File: config.mk
export PLATFORM = sky130hd
export DESIGN_NAME = scib_top
export DESIGN_NICKNAME = d
export VERILOG_FILES = /design/src/hw/scib_pkg.sv /design/src/hw/scib_sync.sv /design/src/hw/scib_top.sv
export SDC_FILE = /design/constraint.sdc
export NUM_CORES = 1
export LEC_CHECK = 0
export BUFFER_PORTS_ARGS = -buffer_cell sky130_fd_sc_hd__clkbuf_2
export CORE_MARGIN = 2
export CORE_UTILIZATION = 47
export DETAILED_ROUTE_END_ITERATION = 10
export GPL_ROUTABILITY_DRIVEN = 0
export GPL_TIMING_DRIVEN = 0
export HOLD_SLACK_MARGIN = 0.06
export PLACE_DENSITY_LB_ADDON = 0.15
export SLEW_MARGIN = 20
export SYNTH_ARGS = -nofsm -noshare
export SYNTH_HDL_FRONTEND = slang
export SYNTH_SLANG_ARGS = --single-unit
File: constraint.sdc
create_clock -name clock -period 3.47 [get_ports clock]
set_clock_uncertainty 0.1 [all_clocks]
set_input_delay 0.5205 -clock clock [delete_from_list [all_inputs] [get_ports clock]]
set_output_delay 0.5205 -clock clock [all_outputs]
set_load 0.05 [all_outputs]
File: src/hw/scib_pkg.sv
package scib_pkg;
   // Host clock
   localparam int CLK_NS = 40;
   // Slowest programmed-I/O timing, one mode only
   localparam int SETUP_NS = 70;
   localparam int STROBE_NS = 165;
   localparam int CYCLE_NS = 600;
   localparam int RECOV_NS = CYCLE_NS - SETUP_NS - STROBE_NS;

   // Least time to whole cycles, never below one
   function automatic int ns_to_cyc(input int ns);
      int c;
      c = (ns + CLK_NS - 1) / CLK_NS;
      return (c < 1) ? 1 : c;
   endfunction

   localparam logic [3:0] SETUP_CYC = 4'(ns_to_cyc(SETUP_NS));
   localparam logic [3:0] STROBE_CYC = 4'(ns_to_cyc(STROBE_NS));
   localparam logic [3:0] RECOV_CYC = 4'(ns_to_cyc(RECOV_NS));

   // Task-file offsets
   localparam logic [3:0] TF_LAST_CMD_OFF = 4'h7;
   localparam logic [3:0] TF_ALT_OFF = 4'hE;
   // Card select codes, active low, and the alternate-status address
   localparam logic [1:0] CS_CMD_BLOCK = 2'h2;
   localparam logic [1:0] CS_CTL_BLOCK = 2'h1;
   localparam logic [1:0] CS_NONE = 2'h3;
   localparam logic [2:0] ALT_REG_ADDR = 3'h6;

   // Control port offsets
   localparam logic [1:0] CTL_CARD_OFF = 2'h0;
   localparam logic [1:0] CTL_IFACE_OFF = 2'h1;

   // Card control fields
   localparam int CC_DET_BIT = 0;
   localparam int CC_PWR_BIT = 1;
   localparam int CC_RST_BIT = 2;
   localparam int CC_PRESENCE_CHANGE_IRQ_ENABLE_BIT = 3;
   // Interface control field
   localparam int IC_CARD_IRQ_ENABLE_BIT = 0;

   // Reset values
   localparam logic PWR_RESET = 1'b0;
   localparam logic CRST_RESET = 1'b1;
   localparam logic PRESENCE_CHANGE_IRQ_ENABLE_RESET = 1'b0;
   localparam logic CARD_IRQ_ENABLE_RESET = 1'b0;

   typedef enum logic [2:0] {
      ST_IDLE = 3'h0,
      ST_SETUP = 3'h1,
      ST_STROBE = 3'h2,
      ST_DONE = 3'h3,
      ST_RECOV = 3'h4
   } scib_state_t;
endpackage

File: src/hw/scib_sync.sv
`timescale 1ns/100ps
`default_nettype none
module scib_sync #(
   parameter int WIDTH = 1
) (
   input wire logic clock,
   input wire logic rst,
   input wire logic [WIDTH-1:0] d,
   output logic [WIDTH-1:0] q
);
   logic [WIDTH-1:0] meta_reg;

   // Two flops; the first is read by the second only
   always_ff @(posedge clock or posedge rst) begin
      if (rst) begin
         meta_reg <= '0;
         q <= '0;
      end else begin
         meta_reg <= d;
         q <= meta_reg;
      end
   end
endmodule
`default_nettype wire

File: src/hw/scib_top.sv
`timescale 1ns/100ps
`default_nettype none
// How it works
// - offsets 0-6 reach the card's task registers
// - offset 7 status/command, 14 alt-status/control
// - card control at 0, interface at 1
// - reading card control clears pending interrupt
// - bit 0 read-only card detected
// - bit 1 switches card power
// - bit 2 holds card in reset
// - bit 3 enables presence-change interrupt
// - interface bit 0 relays card interrupt
// - two separate active-high interrupt outputs
// - card cycles use slowest I/O timing only
module scib_top (
   input wire logic clock,
   input wire logic rst,
   // Task-file port
   input wire logic [3:0] tf_addr,
   input wire logic tf_read,
   input wire logic tf_write,
   input wire logic [15:0] tf_wdata,
   output logic [15:0] tf_rdata,
   output logic tf_waitreq,
   // Control port
   input wire logic [1:0] ctl_addr,
   input wire logic ctl_read,
   input wire logic ctl_write,
   input wire logic [31:0] ctl_wdata,
   output logic [31:0] ctl_rdata,
   output logic ctl_rvalid,
   // Interrupts
   output logic presence_irq,
   output logic card_irq,
   // Card pins
   output logic [10:0] card_addr,
   output logic [1:0] card_cs_n,
   output logic card_atasel_n,
   output logic card_we_n,
   output logic card_iord_n,
   output logic card_iowr_n,
   output logic card_reset_n,
   output logic card_power,
   input wire logic [15:0] card_data_in,
   output logic [15:0] card_data_out,
   output logic card_data_oe_n,
   input wire logic card_detect,
   input wire logic card_intrq,
   input wire logic card_iordy
);
   scib_pkg::scib_state_t state_reg;
   logic [3:0] cnt_reg;
   logic wr_reg;
   logic hit_reg;
   logic [1:0] cs_reg;
   logic [2:0] reg_sel_reg;
   logic [15:0] rd_data_reg;
   logic card_power_on_reg;
   logic card_reset_reg;
   logic presence_change_irq_enable_reg;
   logic card_irq_enable_reg;
   logic det_prev_reg;
   logic det_pend_reg;
   logic card_irq_reg;
   logic [31:0] ctl_rdata_reg;
   logic ctl_rvalid_reg;
   logic det_s;
   logic intrq_s;
   logic iordy_s;
   logic [15:0] data_s;
   logic [5:0] map;
   logic det_evt;
   logic ctl_card_rd;
   logic tf_req;

   // Map a task-file offset to {hit, chip selects, register address}
   function automatic logic [5:0] tf_map(input logic [3:0] off);
      if (off <= scib_pkg::TF_LAST_CMD_OFF) begin
         tf_map = {1'b1, scib_pkg::CS_CMD_BLOCK, off[2:0]};
      end else if (off == scib_pkg::TF_ALT_OFF) begin
         tf_map = {1'b1, scib_pkg::CS_CTL_BLOCK,
                   scib_pkg::ALT_REG_ADDR};
      end else begin
         tf_map = {1'b0, scib_pkg::CS_NONE, 3'h0};
      end
   endfunction

   // Every card input is synchronised before use
   scib_sync #(
      .WIDTH(19)
   ) u_sync (
      .clock(clock),
      .rst(rst),
      .d({card_detect, card_intrq, card_iordy, card_data_in}),
      .q({det_s, intrq_s, iordy_s, data_s})
   );

   assign map = tf_map(tf_addr);
   assign tf_req = tf_read | tf_write;
   assign det_evt = det_s != det_prev_reg;
   assign ctl_card_rd = ctl_read && (ctl_addr == scib_pkg::CTL_CARD_OFF);

   // Card cycle sequencer: setup, strobe, answer, recovery
   always_ff @(posedge clock or posedge rst) begin
      if (rst) begin
         state_reg <= scib_pkg::ST_IDLE;
         cnt_reg <= 4'h0;
      end else begin
         unique case (state_reg)
            scib_pkg::ST_IDLE: begin
               if (tf_req && map[5]) begin
                  state_reg <= scib_pkg::ST_SETUP;
                  cnt_reg <= scib_pkg::SETUP_CYC - 4'h1;
               end else if (tf_req) begin
                  state_reg <= scib_pkg::ST_DONE;
               end
            end
            scib_pkg::ST_SETUP: begin
               if (cnt_reg == 4'h0) begin
                  state_reg <= scib_pkg::ST_STROBE;
                  cnt_reg <= scib_pkg::STROBE_CYC - 4'h1;
               end else begin
                  cnt_reg <= cnt_reg - 4'h1;
               end
            end
            scib_pkg::ST_STROBE: begin
               // Minimum width first, then wait on ready
               if (cnt_reg != 4'h0) begin
                  cnt_reg <= cnt_reg - 4'h1;
               end else if (iordy_s) begin
                  state_reg <= scib_pkg::ST_DONE;
               end
            end
            scib_pkg::ST_DONE: begin
               state_reg <= hit_reg ? scib_pkg::ST_RECOV : scib_pkg::ST_IDLE;
               cnt_reg <= scib_pkg::RECOV_CYC - 4'h1;
            end
            scib_pkg::ST_RECOV: begin
               if (cnt_reg == 4'h0) begin
                  state_reg <= scib_pkg::ST_IDLE;
               end else begin
                  cnt_reg <= cnt_reg - 4'h1;
               end
            end
            default: begin
               state_reg <= scib_pkg::ST_IDLE;
            end
         endcase
      end
   end

   // Request latched at start; host holds it anyway until answered
   always_ff @(posedge clock or posedge rst) begin
      if (rst) begin
         wr_reg <= 1'b0;
         hit_reg <= 1'b0;
         cs_reg <= scib_pkg::CS_NONE;
         reg_sel_reg <= 3'h0;
         card_data_out <= 16'h0000;
      end else if (state_reg == scib_pkg::ST_IDLE && tf_req) begin
         wr_reg <= tf_write;
         hit_reg <= map[5];
         cs_reg <= map[4:3];
         reg_sel_reg <= map[2:0];
         card_data_out <= tf_wdata;
      end else if (state_reg == scib_pkg::ST_RECOV) begin
         cs_reg <= scib_pkg::CS_NONE;
      end
   end

   // Read data sampled while strobe is still low
   always_ff @(posedge clock or posedge rst) begin
      if (rst) begin
         rd_data_reg <= 16'h0000;
      end else if (state_reg == scib_pkg::ST_STROBE && cnt_reg == 4'h0
                   && iordy_s) begin
         rd_data_reg <= data_s;
      end else if (state_reg == scib_pkg::ST_IDLE && tf_req && !map[5]) begin
         rd_data_reg <= 16'h0000; // Unmapped offsets read zero
      end
   end

   // Strobes decode from the state and write flops only, so they stay clean
   assign card_iord_n = !(state_reg == scib_pkg::ST_STROBE && !wr_reg);
   assign card_iowr_n = !(state_reg == scib_pkg::ST_STROBE && wr_reg);
   // Drive data from setup to answer on writes only
   assign card_data_oe_n = !(wr_reg && (state_reg == scib_pkg::ST_SETUP
      || state_reg == scib_pkg::ST_STROBE
      || state_reg == scib_pkg::ST_DONE));
   assign card_cs_n = cs_reg;
   assign card_addr = {8'h00, reg_sel_reg};
   assign card_atasel_n = 1'b0; // True IDE mode
   assign card_we_n = 1'b1;
   assign tf_rdata = rd_data_reg;
   assign tf_waitreq = tf_req && state_reg != scib_pkg::ST_DONE;

   // Control registers
   always_ff @(posedge clock or posedge rst) begin
      if (rst) begin
         card_power_on_reg <= scib_pkg::PWR_RESET;
         card_reset_reg <= scib_pkg::CRST_RESET;
         presence_change_irq_enable_reg <= scib_pkg::PRESENCE_CHANGE_IRQ_ENABLE_RESET;
         card_irq_enable_reg <= scib_pkg::CARD_IRQ_ENABLE_RESET;
      end else if (ctl_write) begin
         if (ctl_addr == scib_pkg::CTL_CARD_OFF) begin
            card_power_on_reg <= ctl_wdata[scib_pkg::CC_PWR_BIT];
            card_reset_reg <= ctl_wdata[scib_pkg::CC_RST_BIT];
            presence_change_irq_enable_reg <=
               ctl_wdata[scib_pkg::CC_PRESENCE_CHANGE_IRQ_ENABLE_BIT];
         end else if (ctl_addr == scib_pkg::CTL_IFACE_OFF) begin
            card_irq_enable_reg <= ctl_wdata[scib_pkg::IC_CARD_IRQ_ENABLE_BIT];
         end
      end
   end

   assign card_power = card_power_on_reg;
   assign card_reset_n = !card_reset_reg;

   // Control read data, one cycle after the read; reserved words are zero
   always_ff @(posedge clock or posedge rst) begin
      if (rst) begin
         ctl_rdata_reg <= 32'h00000000;
         ctl_rvalid_reg <= 1'b0;
      end else begin
         ctl_rvalid_reg <= ctl_read;
         if (ctl_read) begin
            ctl_rdata_reg <= 32'h00000000;
            if (ctl_addr == scib_pkg::CTL_CARD_OFF) begin
               ctl_rdata_reg[scib_pkg::CC_DET_BIT] <= det_s;
               ctl_rdata_reg[scib_pkg::CC_PWR_BIT] <= card_power_on_reg;
               ctl_rdata_reg[scib_pkg::CC_RST_BIT] <= card_reset_reg;
               ctl_rdata_reg[scib_pkg::CC_PRESENCE_CHANGE_IRQ_ENABLE_BIT] <=
                  presence_change_irq_enable_reg;
            end else if (ctl_addr == scib_pkg::CTL_IFACE_OFF) begin
               ctl_rdata_reg[scib_pkg::IC_CARD_IRQ_ENABLE_BIT] <= card_irq_enable_reg;
            end
         end
      end
   end

   assign ctl_rdata = ctl_rdata_reg;
   assign ctl_rvalid = ctl_rvalid_reg;

   // Presence change is sticky while enabled; a new enabled change beats the read clear
   always_ff @(posedge clock or posedge rst) begin
      if (rst) begin
         det_prev_reg <= 1'b0;
         det_pend_reg <= 1'b0;
      end else begin
         det_prev_reg <= det_s;
         if (det_evt && presence_change_irq_enable_reg) begin
            det_pend_reg <= 1'b1;
         end else if (ctl_card_rd) begin
            det_pend_reg <= 1'b0;
         end
      end
   end

   // Card interrupt relayed as a level, one flop late
   always_ff @(posedge clock or posedge rst) begin
      if (rst) begin
         card_irq_reg <= 1'b0;
      end else begin
         card_irq_reg <= card_irq_enable_reg && intrq_s;
      end
   end

   assign presence_irq = det_pend_reg;
   assign card_irq = card_irq_reg;
endmodule
`default_nettype wire

# Word-level counts from Yosys, hierarchy flattened
# Cells that the tools add are included.
# Widths: inputs -> output; s select.
[op_classes]
mux = 24
div_mod_pow = 0
n_eq_ne = 16
multipliers = 0
order_cmp = 1
bitwise_logic = 2
add_sub_neg = 1
n_reduce_logical = 32
shifts = 0
[op_table]
columns = ["operator", "n"]
rows = [
  ["$mux 16", 2],
  ["$mux 3", 8],
  ["$pmux 4 s5", 1],
  ["$mux 4", 4],
  ["$pmux 3 s5", 1],
  ["$logic_and 1x1->1", 12],
  ["$mux 6", 2],
  ["$ne 2x2->1 const B", 6],
  ["$eq 3x2->1 const B", 2],
  ["$logic_not 1->1", 6],
  ["$reduce_bool 2->1", 3],
  ["$reduce_and 5->1", 1],
  ["$reduce_bool 5->1", 1],
  ["$eq 4x4->1 const B", 1],
  ["$le 4x3->1 const B", 1],
  ["$logic_not 4->1", 1],
  ["$mux 1", 4],
  ["$mux 2", 2],
  ["$reduce_and 4->1", 1],
  ["$reduce_bool 4->1", 1],
  ["$sub 4x1->4 const B", 1],
  ["$eq 3x1->1 const B", 1],
  ["$eq 3x3->1 const B", 1],
  ["$logic_not 3->1", 1],
  ["other kinds (11)", 12],
]
[totals]
mem_count = 0
latch_bits = 0
output_inout_bits = 88
inputBits = 79
register_bits = 96
rom_bits = 0
ramBits = 0

# Depth between registers and ports, before layout
# Gate-level depths: netlist of the first run.
[logic_depth]
word_depth = 7
mapped_depth = 8

# Cells and area by module
# A second synthesis of the first run with hierarchy kept.
[hier_totals]
hier_cells = 283
hier_area_um2 = 3798.6
[by_module_without_submodules]
columns = ["module", "instances", "cells_each", "area_each_um2"]
rows = [
  ["scib_top", 1, 244, 2844.0],
  ["scib_sync", 1, 39, 954.7],
]

# Worst setup path before layout of the first run
# No wires, ideal clock.
[synth_path]
kind = "register -> output"
from = "register state_reg[0]"
to = "output tf_waitreq"
setup_slack_ps = 1359
arrival_ps = 1490
n_path_buf = 1
t_required_ps = 2849
path_stages_with_launch = 4
path_cell_list = "dfrtp_1 -> buf_2 -> nor2b_1 -> a21oi_1"
[synth_between]
elab_chain_len = 2
[synth_lines]
columns = ["element", "line_no", "source"]
rows = [
  ["start, declared", "scib_top.sv:51", "scib_pkg::scib_state_t state_reg;"],
  ["start signal, assigned", "scib_top.sv:106", "state_reg <= scib_pkg::ST_IDLE;"],
  ["start signal, assigned", "scib_top.sv:112", "state_reg <= scib_pkg::ST_SETUP;"],
  ["start signal, assigned", "scib_top.sv:115", "state_reg <= scib_pkg::ST_DONE;"],
  ["$ne 3x2->1", "scib_top.sv:195", "assign tf_waitreq = tf_req && state_reg != scib_pkg::ST_DONE;"],
  ["$logic_and 1x1->1", "scib_top.sv:195", ""],
  ["end, declared", "scib_top.sv:24", "output logic tf_waitreq,"],
]
# No other way between the ends.

# Final worst setup path of the first run
# Same ends and word-level chain as after synthesis.

==> results_dict.tcl, run 1 <==
set metrics [dict create \
    finalInstanceArea_um2 4750 \
    multiInputGateArea_um2 1060 \
    die_height_um 93.1 \
    cts.sinks 96 \
    setup_ws_ps 1150 \
    synth_top_area_share_pct 62.4 \
    critPathArrivalTime_ps 1700 \
    yosys_warnings 0 \
    synth_area_um2 3730 \
    cp-start-kind "flop" \
    cts_made_buffers 9 \
    vias 2555 \
    swShare_pct 45.2 \
    yosys.area_share.xor_xnor_pct 0.939 \
    r2r_start "cnt_reg[0]$_DFFE_PP0P_" \
    wl_mm 6.90 \
    core_area_um2 7730 \
    grt_pass1_wl_mm 11.2 \
    firstDrtPassIters 4 \
    ant_nets 0 \
    die_x_um 93.1 \
    initialDrtViolationCount 85 \
    synth_compound_area_share_pct 9.83 \
    fin_crit_ps 2320 \
    synth_common_cells "dfrtp_1, nand2_1, buf_4" \
    synth-simple-area-share_pct 11.9 \
    hold_depth 1 \
    finalNetCount 547 \
    path_class "reg -> out" \
    synth_edf_count 0 \
    power_frac_clock_pct 19.3 \
    clk_pin_slew_ps 100 \
    hold_violations 0 \
    synth_seq_area_share_pct 64.5 \
    start_util_pct 48.3 \
    synthArstFlopShare_pct 100 \
    dp_hpwl_mm 4.96 \
    hold_path.class "in -> reg" \
    hold-worst-slack_ps 159 \
    fillers 646 \
    tightest_slew_ps 512 \
    clockRootBuffer "clkbuf_8" \
    drc_errors 0 \
    design.die.area_um2 8660 \
    cts_buffer_depth 2 \
    min_from "card_intrq" \
    yosysUniqueCellTypes 40 \
    postCtsSetupBuffers 0 \
    setup_viol 0 \
    grt_pass1_vias 2431 \
    register_area_um2 2410 \
    grt_overflow 0 \
    p_switching_w 0.00182 \
    yosysMostFrequentCell "dfrtp_1" \
    outcome "finished, final reports clean" \
    path_cells "buf_2 -> nor2b_1 -> a21oi_1 -> clkbuf_2" \
    cap_viol_max_count 0 \
    drive_gt1_share_pct 36.7 \
    n_antenna_cell 0 \
    dp.cells 557 \
    synth_flop_cell "dfrtp_1" \
    antenna_found_initial 0 \
    track_usage_pct 16.5 \
    synth_top_family_by_area "simple AND/OR/NAND/NOR gates" \
    yosys_register_bits 96 \
    hold_end "u_sync.meta_reg[17]$_DFF_PP0_" \
    rows 32 \
    worstSkewPairLatency_ps 360 \
    area_growth_pct 27.5 \
    period_share_pct 66.7 \
    worstPathRequired_ps 2850 \
    setup.worst_path.end_class "output port" \
    slew_violations 0 \
    slowest_delay_ps 390 \
    rrSetupSlack_ps 1230 \
    muxShareOfSynthArea_pct 1.44 \
    rsz0062_at_grt "no" \
    synth.avg_cell_area_um2 11.7 \
    postSynthCellCount 318 \
    crit_fanout 10 \
    synth_fa_ha_area_share_pct 0.335 \
    io_pins 167 \
    synth.largest_area_cell "dfrtp_1" \
    r2r_end "tf_rdata[0]$_DFFE_PP0P_" \
    port_buffers 100 \
    p_leak_nw 2.54 \
    reg2reg_depth 8 \
    internal_power_w 0.00220 \
    viasPerCell 4.45 \
    htreeDepth 3 \
    power.share.sequential_pct 37.7 \
    wire_per_inst_um 12.0 \
    synth.area.top_cells "dfrtp_1, buf_4, nand2_1, a22o_1, dfstp_2" \
    slowest_stage "dfrtp_1" \
    fmax_ghz 0.432 \
    dpl_cell_area_um2 4530 \
    irDropWorstVdd_mv 0.514 \
    grt_max_degree 68 \
    pwr_density_cell_nw_per_um2 845 \
    tritoncts "built" \
    pwr-share-comb_pct 42.9 \
    post-place-ws_ps 1240 \
    final-instance-count-excl-fill 574 \
    max-slew-margin-rel_pct 65.6 \
]
## per-stage QoR
stage	total power [W]	TNS, ps	util [%]
6_report	0.00402	0	61.5
5_1_grt	0.00425	0	61.5
4_1_cts	0.00405	0	61.5
3_5_place_dp	0.00327	0	58.6
3_3_place_gp	0.00323	-61840	58.1
2_1_floorplan	0.00288	0	-
## worst max path at each step
stage | start | slack, ps | cells after the start | end
6_report | state_reg[0]$_DFFE_PP0P_ | 1150 | 4 | tf_waitreq
4_1_cts | state_reg[0]$_DFFE_PP0P_ | 1160 | 4 | card_data_oe_n
5_1_grt | state_reg[0]$_DFFE_PP0P_ | 1080 | 4 | tf_waitreq
2_1_floorplan | rst | 350 | 1 | card_data_out[0]$_DFFE_PP0P_
3_5_place_dp | cnt_reg[0]$_DFFE_PP0P_ | 1240 | 8 | tf_rdata[2]$_DFFE_PP0P_
3_3_place_gp | rst | -670 | 2 | u_sync.meta_reg[11]$_DFF_PP0_
## logic make-up (layout without fill, tap and decap cells)
| family | after synthesis | in the layout |
|---|---|---|
| buffers and inverters | 62 | 180 |
| and+or+nand+nor | 97 | 97 |
| adders and majority gates | 1 | 1 |
| other | 2 | 38 |
| xor gates and xnor gates | 4 | 4 |
| muxes | 5 | 5 |
| DFF | 96 | 96 |
| AOI/OAI and AO/OA | 51 | 51 |
## layer usage
layer / share of wire, % / up-vias / wire, um / global-route usage (%)
met4: 0.78 / 0 / 54 / 5.51
met5: 0 / - / 0 / 0
met3: 8.0 / 5 / 551 / 5.00
met2: 47 / 105 / 3220 / 26.1
li1: - / 1275 / - / -
met1: 45 / 1170 / 3070 / 21.9
## layout by cell type, fill, tap and decap left out, types with 9 or more instances in the layout
| cell | netlist | final |
|---|---|---|
| conb_1 | 2 | 38 |
| clkbuf_2 | 0 | 100 |
| a22o_1 | 18 | 18 |
| nor2_1 | 11 | 11 |
| nand2_1 | 62 | 62 |
| a21oi_1 | 10 | 10 |
| buf_4 | 40 | 40 |
| clkbuf_8 | 0 | 9 |
| o21ai_0 | 12 | 12 |
| inv_1 | 12 | 11 |
| dfrtp_1 | 93 | 93 |
## timing repair
action / CTS / global route
hold buffers: 1 / 0
setup endpoints to repair: 0 / 0
resized for setup: 0 / 0
hold endpoints to repair: 29 / 0
## area by class of cell
class	count	area share (%)
buffer	50	7.53
clock buffer	9	2.61
clock inverter	7	2.00
inverter	12	1.05
multi-input combinational	196	22.2
sequential	96	50.6
tap	102	2.68
timing repair buffer	102	11.3
## critical path, delay by kind of cell, from the launching register on
family,cells,cell delay (ps)
buffers and inverters,2,480
AOI/OAI and AO/OA,1,130
and+or+nand+nor,1,340
DFF,1,390
## power by group through the flow
stage          registers, W  logic [W]  clock network [W]
2_1_floorplan       0.00209   0.000793                  0
3_3_place_gp        0.00153    0.00170                  0
3_5_place_dp        0.00153    0.00174                  0
4_1_cts             0.00152    0.00174           0.000798
5_1_grt             0.00155    0.00186           0.000846
6_report            0.00152    0.00172           0.000777
Power figures use the tool's default switching activity.
==> inputs of run 2 (changes only) <==
- CORE_UTILIZATION: 47 -> 42
- clock period: 3.47 -> 2.1 ns (I/O delays scaled with it)
==> results_dict.tcl, run 2 (same netlist as run 1, synthesis figures left out) <==
set metrics [dict create \
    outcome "finished, final reports clean" \
    n_antenna_cell 0 \
    reg2reg_depth 7 \
    initialDrtViolationCount 64 \
    critPathArrivalTime_ps 1580 \
    post-place-ws_ps -127 \
    viasPerCell 4.48 \
    wl_mm 7.53 \
    grt_max_degree 35 \
    finalNetCount 588 \
    period_share_pct 94.9 \
    fillers 762 \
    max-slew-margin-rel_pct 64.5 \
    cts_made_buffers 9 \
    p_leak_nw 2.71 \
    cts_buffer_depth 2 \
    final_cell_mix "clkbuf_2, dfrtp_1, nand2_1, buf_4" \
    grt_pass1_vias 2773 \
    rrSetupSlack_ps 110 \
    path_delay_family "buffers and inverters" \
    dp.cells 565 \
    slew_violations 0 \
    port_buffers 100 \
    htreeDepth 3 \
    io_pins 167 \
    start_util_pct 43.0 \
    vias 2784 \
    clk_pin_slew_ps 100 \
    grt_pass1_wl_mm 12.6 \
    cp-start-kind "flop" \
    worstPathRequired_ps 1680 \
    setup.worst_path.end_class "output port" \
    antenna_found_initial 0 \
    track_usage_pct 16.2 \
    cp_num_buf_inv 2 \
    slowest_delay_ps 410 \
    fin_crit_ps 1990 \
    final-instance-count-excl-fill 621 \
    rows 34 \
    min_from "ctl_wdata[1]" \
    fmax_ghz 0.502 \
    hold_violations 0 \
    path_class "reg -> out" \
    rsz0062_at_grt "no" \
    pwr_density_cell_nw_per_um2 1280 \
    grt_overflow 0 \
    cap_viol_max_count 0 \
    setup_ws_ps 107 \
    die_x_um 98.2 \
    design.die.area_um2 9650 \
    layout_commonest_cell "clkbuf_2" \
    dp_hpwl_mm 5.14 \
    irDropWorstVdd_mv 0.854 \
    wire_per_inst_um 12.1 \
    die_height_um 98.2 \
    slowest_stage "dfrtp_1" \
    clockRootBuffer "clkbuf_8" \
    tritoncts "built" \
    firstDrtPassIters 4 \
    drive_gt1_share_pct 35.7 \
    r2r_start "cnt_reg[1]$_DFFE_PP0P_" \
    hold_end "card_power$_DFFE_PP0P_" \
    drc_errors 0 \
    tightest_slew_ps 528 \
    area_growth_pct 39.1 \
    hold_depth 2 \
    path_cells "buf_2 -> nor2_2 -> nand3b_1 -> clkbuf_2" \
    core_area_um2 8680 \
    cts.sinks 96 \
    worstSkewPairLatency_ps 350 \
    r2r_end "cnt_reg[0]$_DFFE_PP0P_" \
    ant_nets 0 \
    hold_path.class "in -> reg" \
    setup_viol 0 \
    crit_fanout 10 \
]
[run 2: power by group]
group	internal [W]	switching, W	total (W)
combinational	0.000898	0.00210	0.00300
sequential	0.00226	0.000262	0.00253
clock	0.000453	0.000670	0.00112
[run 2: metal layers]
layer	vias to the layer above	GRT usage (%)	wire (um)
li1	1361	-	-
met1	1296	21.0	3230
met2	116	26.2	3600
met3	11	4.22	590
met4	0	6.32	114
met5	-	0	0
[run 2: how the worst max path moves through the flow]
stage / start / endpoint / slack (ps) / depth (start not counted)
3_5_place_dp: cnt_reg[0]$_DFFE_PP0P_ / tf_rdata[0]$_DFFE_PP0P_ / -130 / 8
5_1_grt: state_reg[0]$_DFFE_PP0P_ / card_data_oe_n / 6 / 4
2_1_floorplan: cnt_reg[0]$_DFFE_PP0P_ / tf_rdata[0]$_DFFE_PP0P_ / 160 / 8
4_1_cts: state_reg[0]$_DFFE_PP0P_ / tf_waitreq / 4 / 4
6_report: state_reg[0]$_DFFE_PP0P_ / card_data_oe_n / 110 / 4
3_3_place_gp: cnt_reg[0]$_DFFE_PP0P_ / tf_rdata[4]$_DFFE_PP0P_ / -120 / 8
[run 2: metrics by stage]
step	instance area (um2)	total power [W]	util, %	hold slack [ps]	TNS [ps]
after floorplan	3870	0.00476	-	231	0
final	5190	0.00665	59.8	96.6	0
after CTS	5160	0.00666	59.5	81.8	0
after global routing	5190	0.00706	59.8	91.0	0
after detailed placement	4570	0.00541	52.7	235	-1200
after global placement	4500	0.00534	51.9	232	-9830
[run 2: cell type report]
| cell class | instances | area [um2] | share of cell area, % |
|---|---|---|---|
| Clock inverter | 7 | 63.8 | 1.23 |
| Buffer | 49 | 354 | 6.82 |
| Sequential cell | 96 | 2410 | 46.4 |
| Timing Repair Buffer | 144 | 973 | 18.8 |
| Multi-Input combinational cell | 196 | 1080 | 20.9 |
| Tap cell | 108 | 135 | 2.60 |
| Clock buffer | 9 | 124 | 2.39 |
| Inverter | 12 | 48.8 | 0.940 |
[run 2: timing repair]
action                                  4_1_cts  5_1_grt
buffers inserted                              3        0
endpoints found under the setup margin       12       17
endpoints found under the hold margin        51        0
hold buffers                                 38        0
gates resized for setup                       1        8
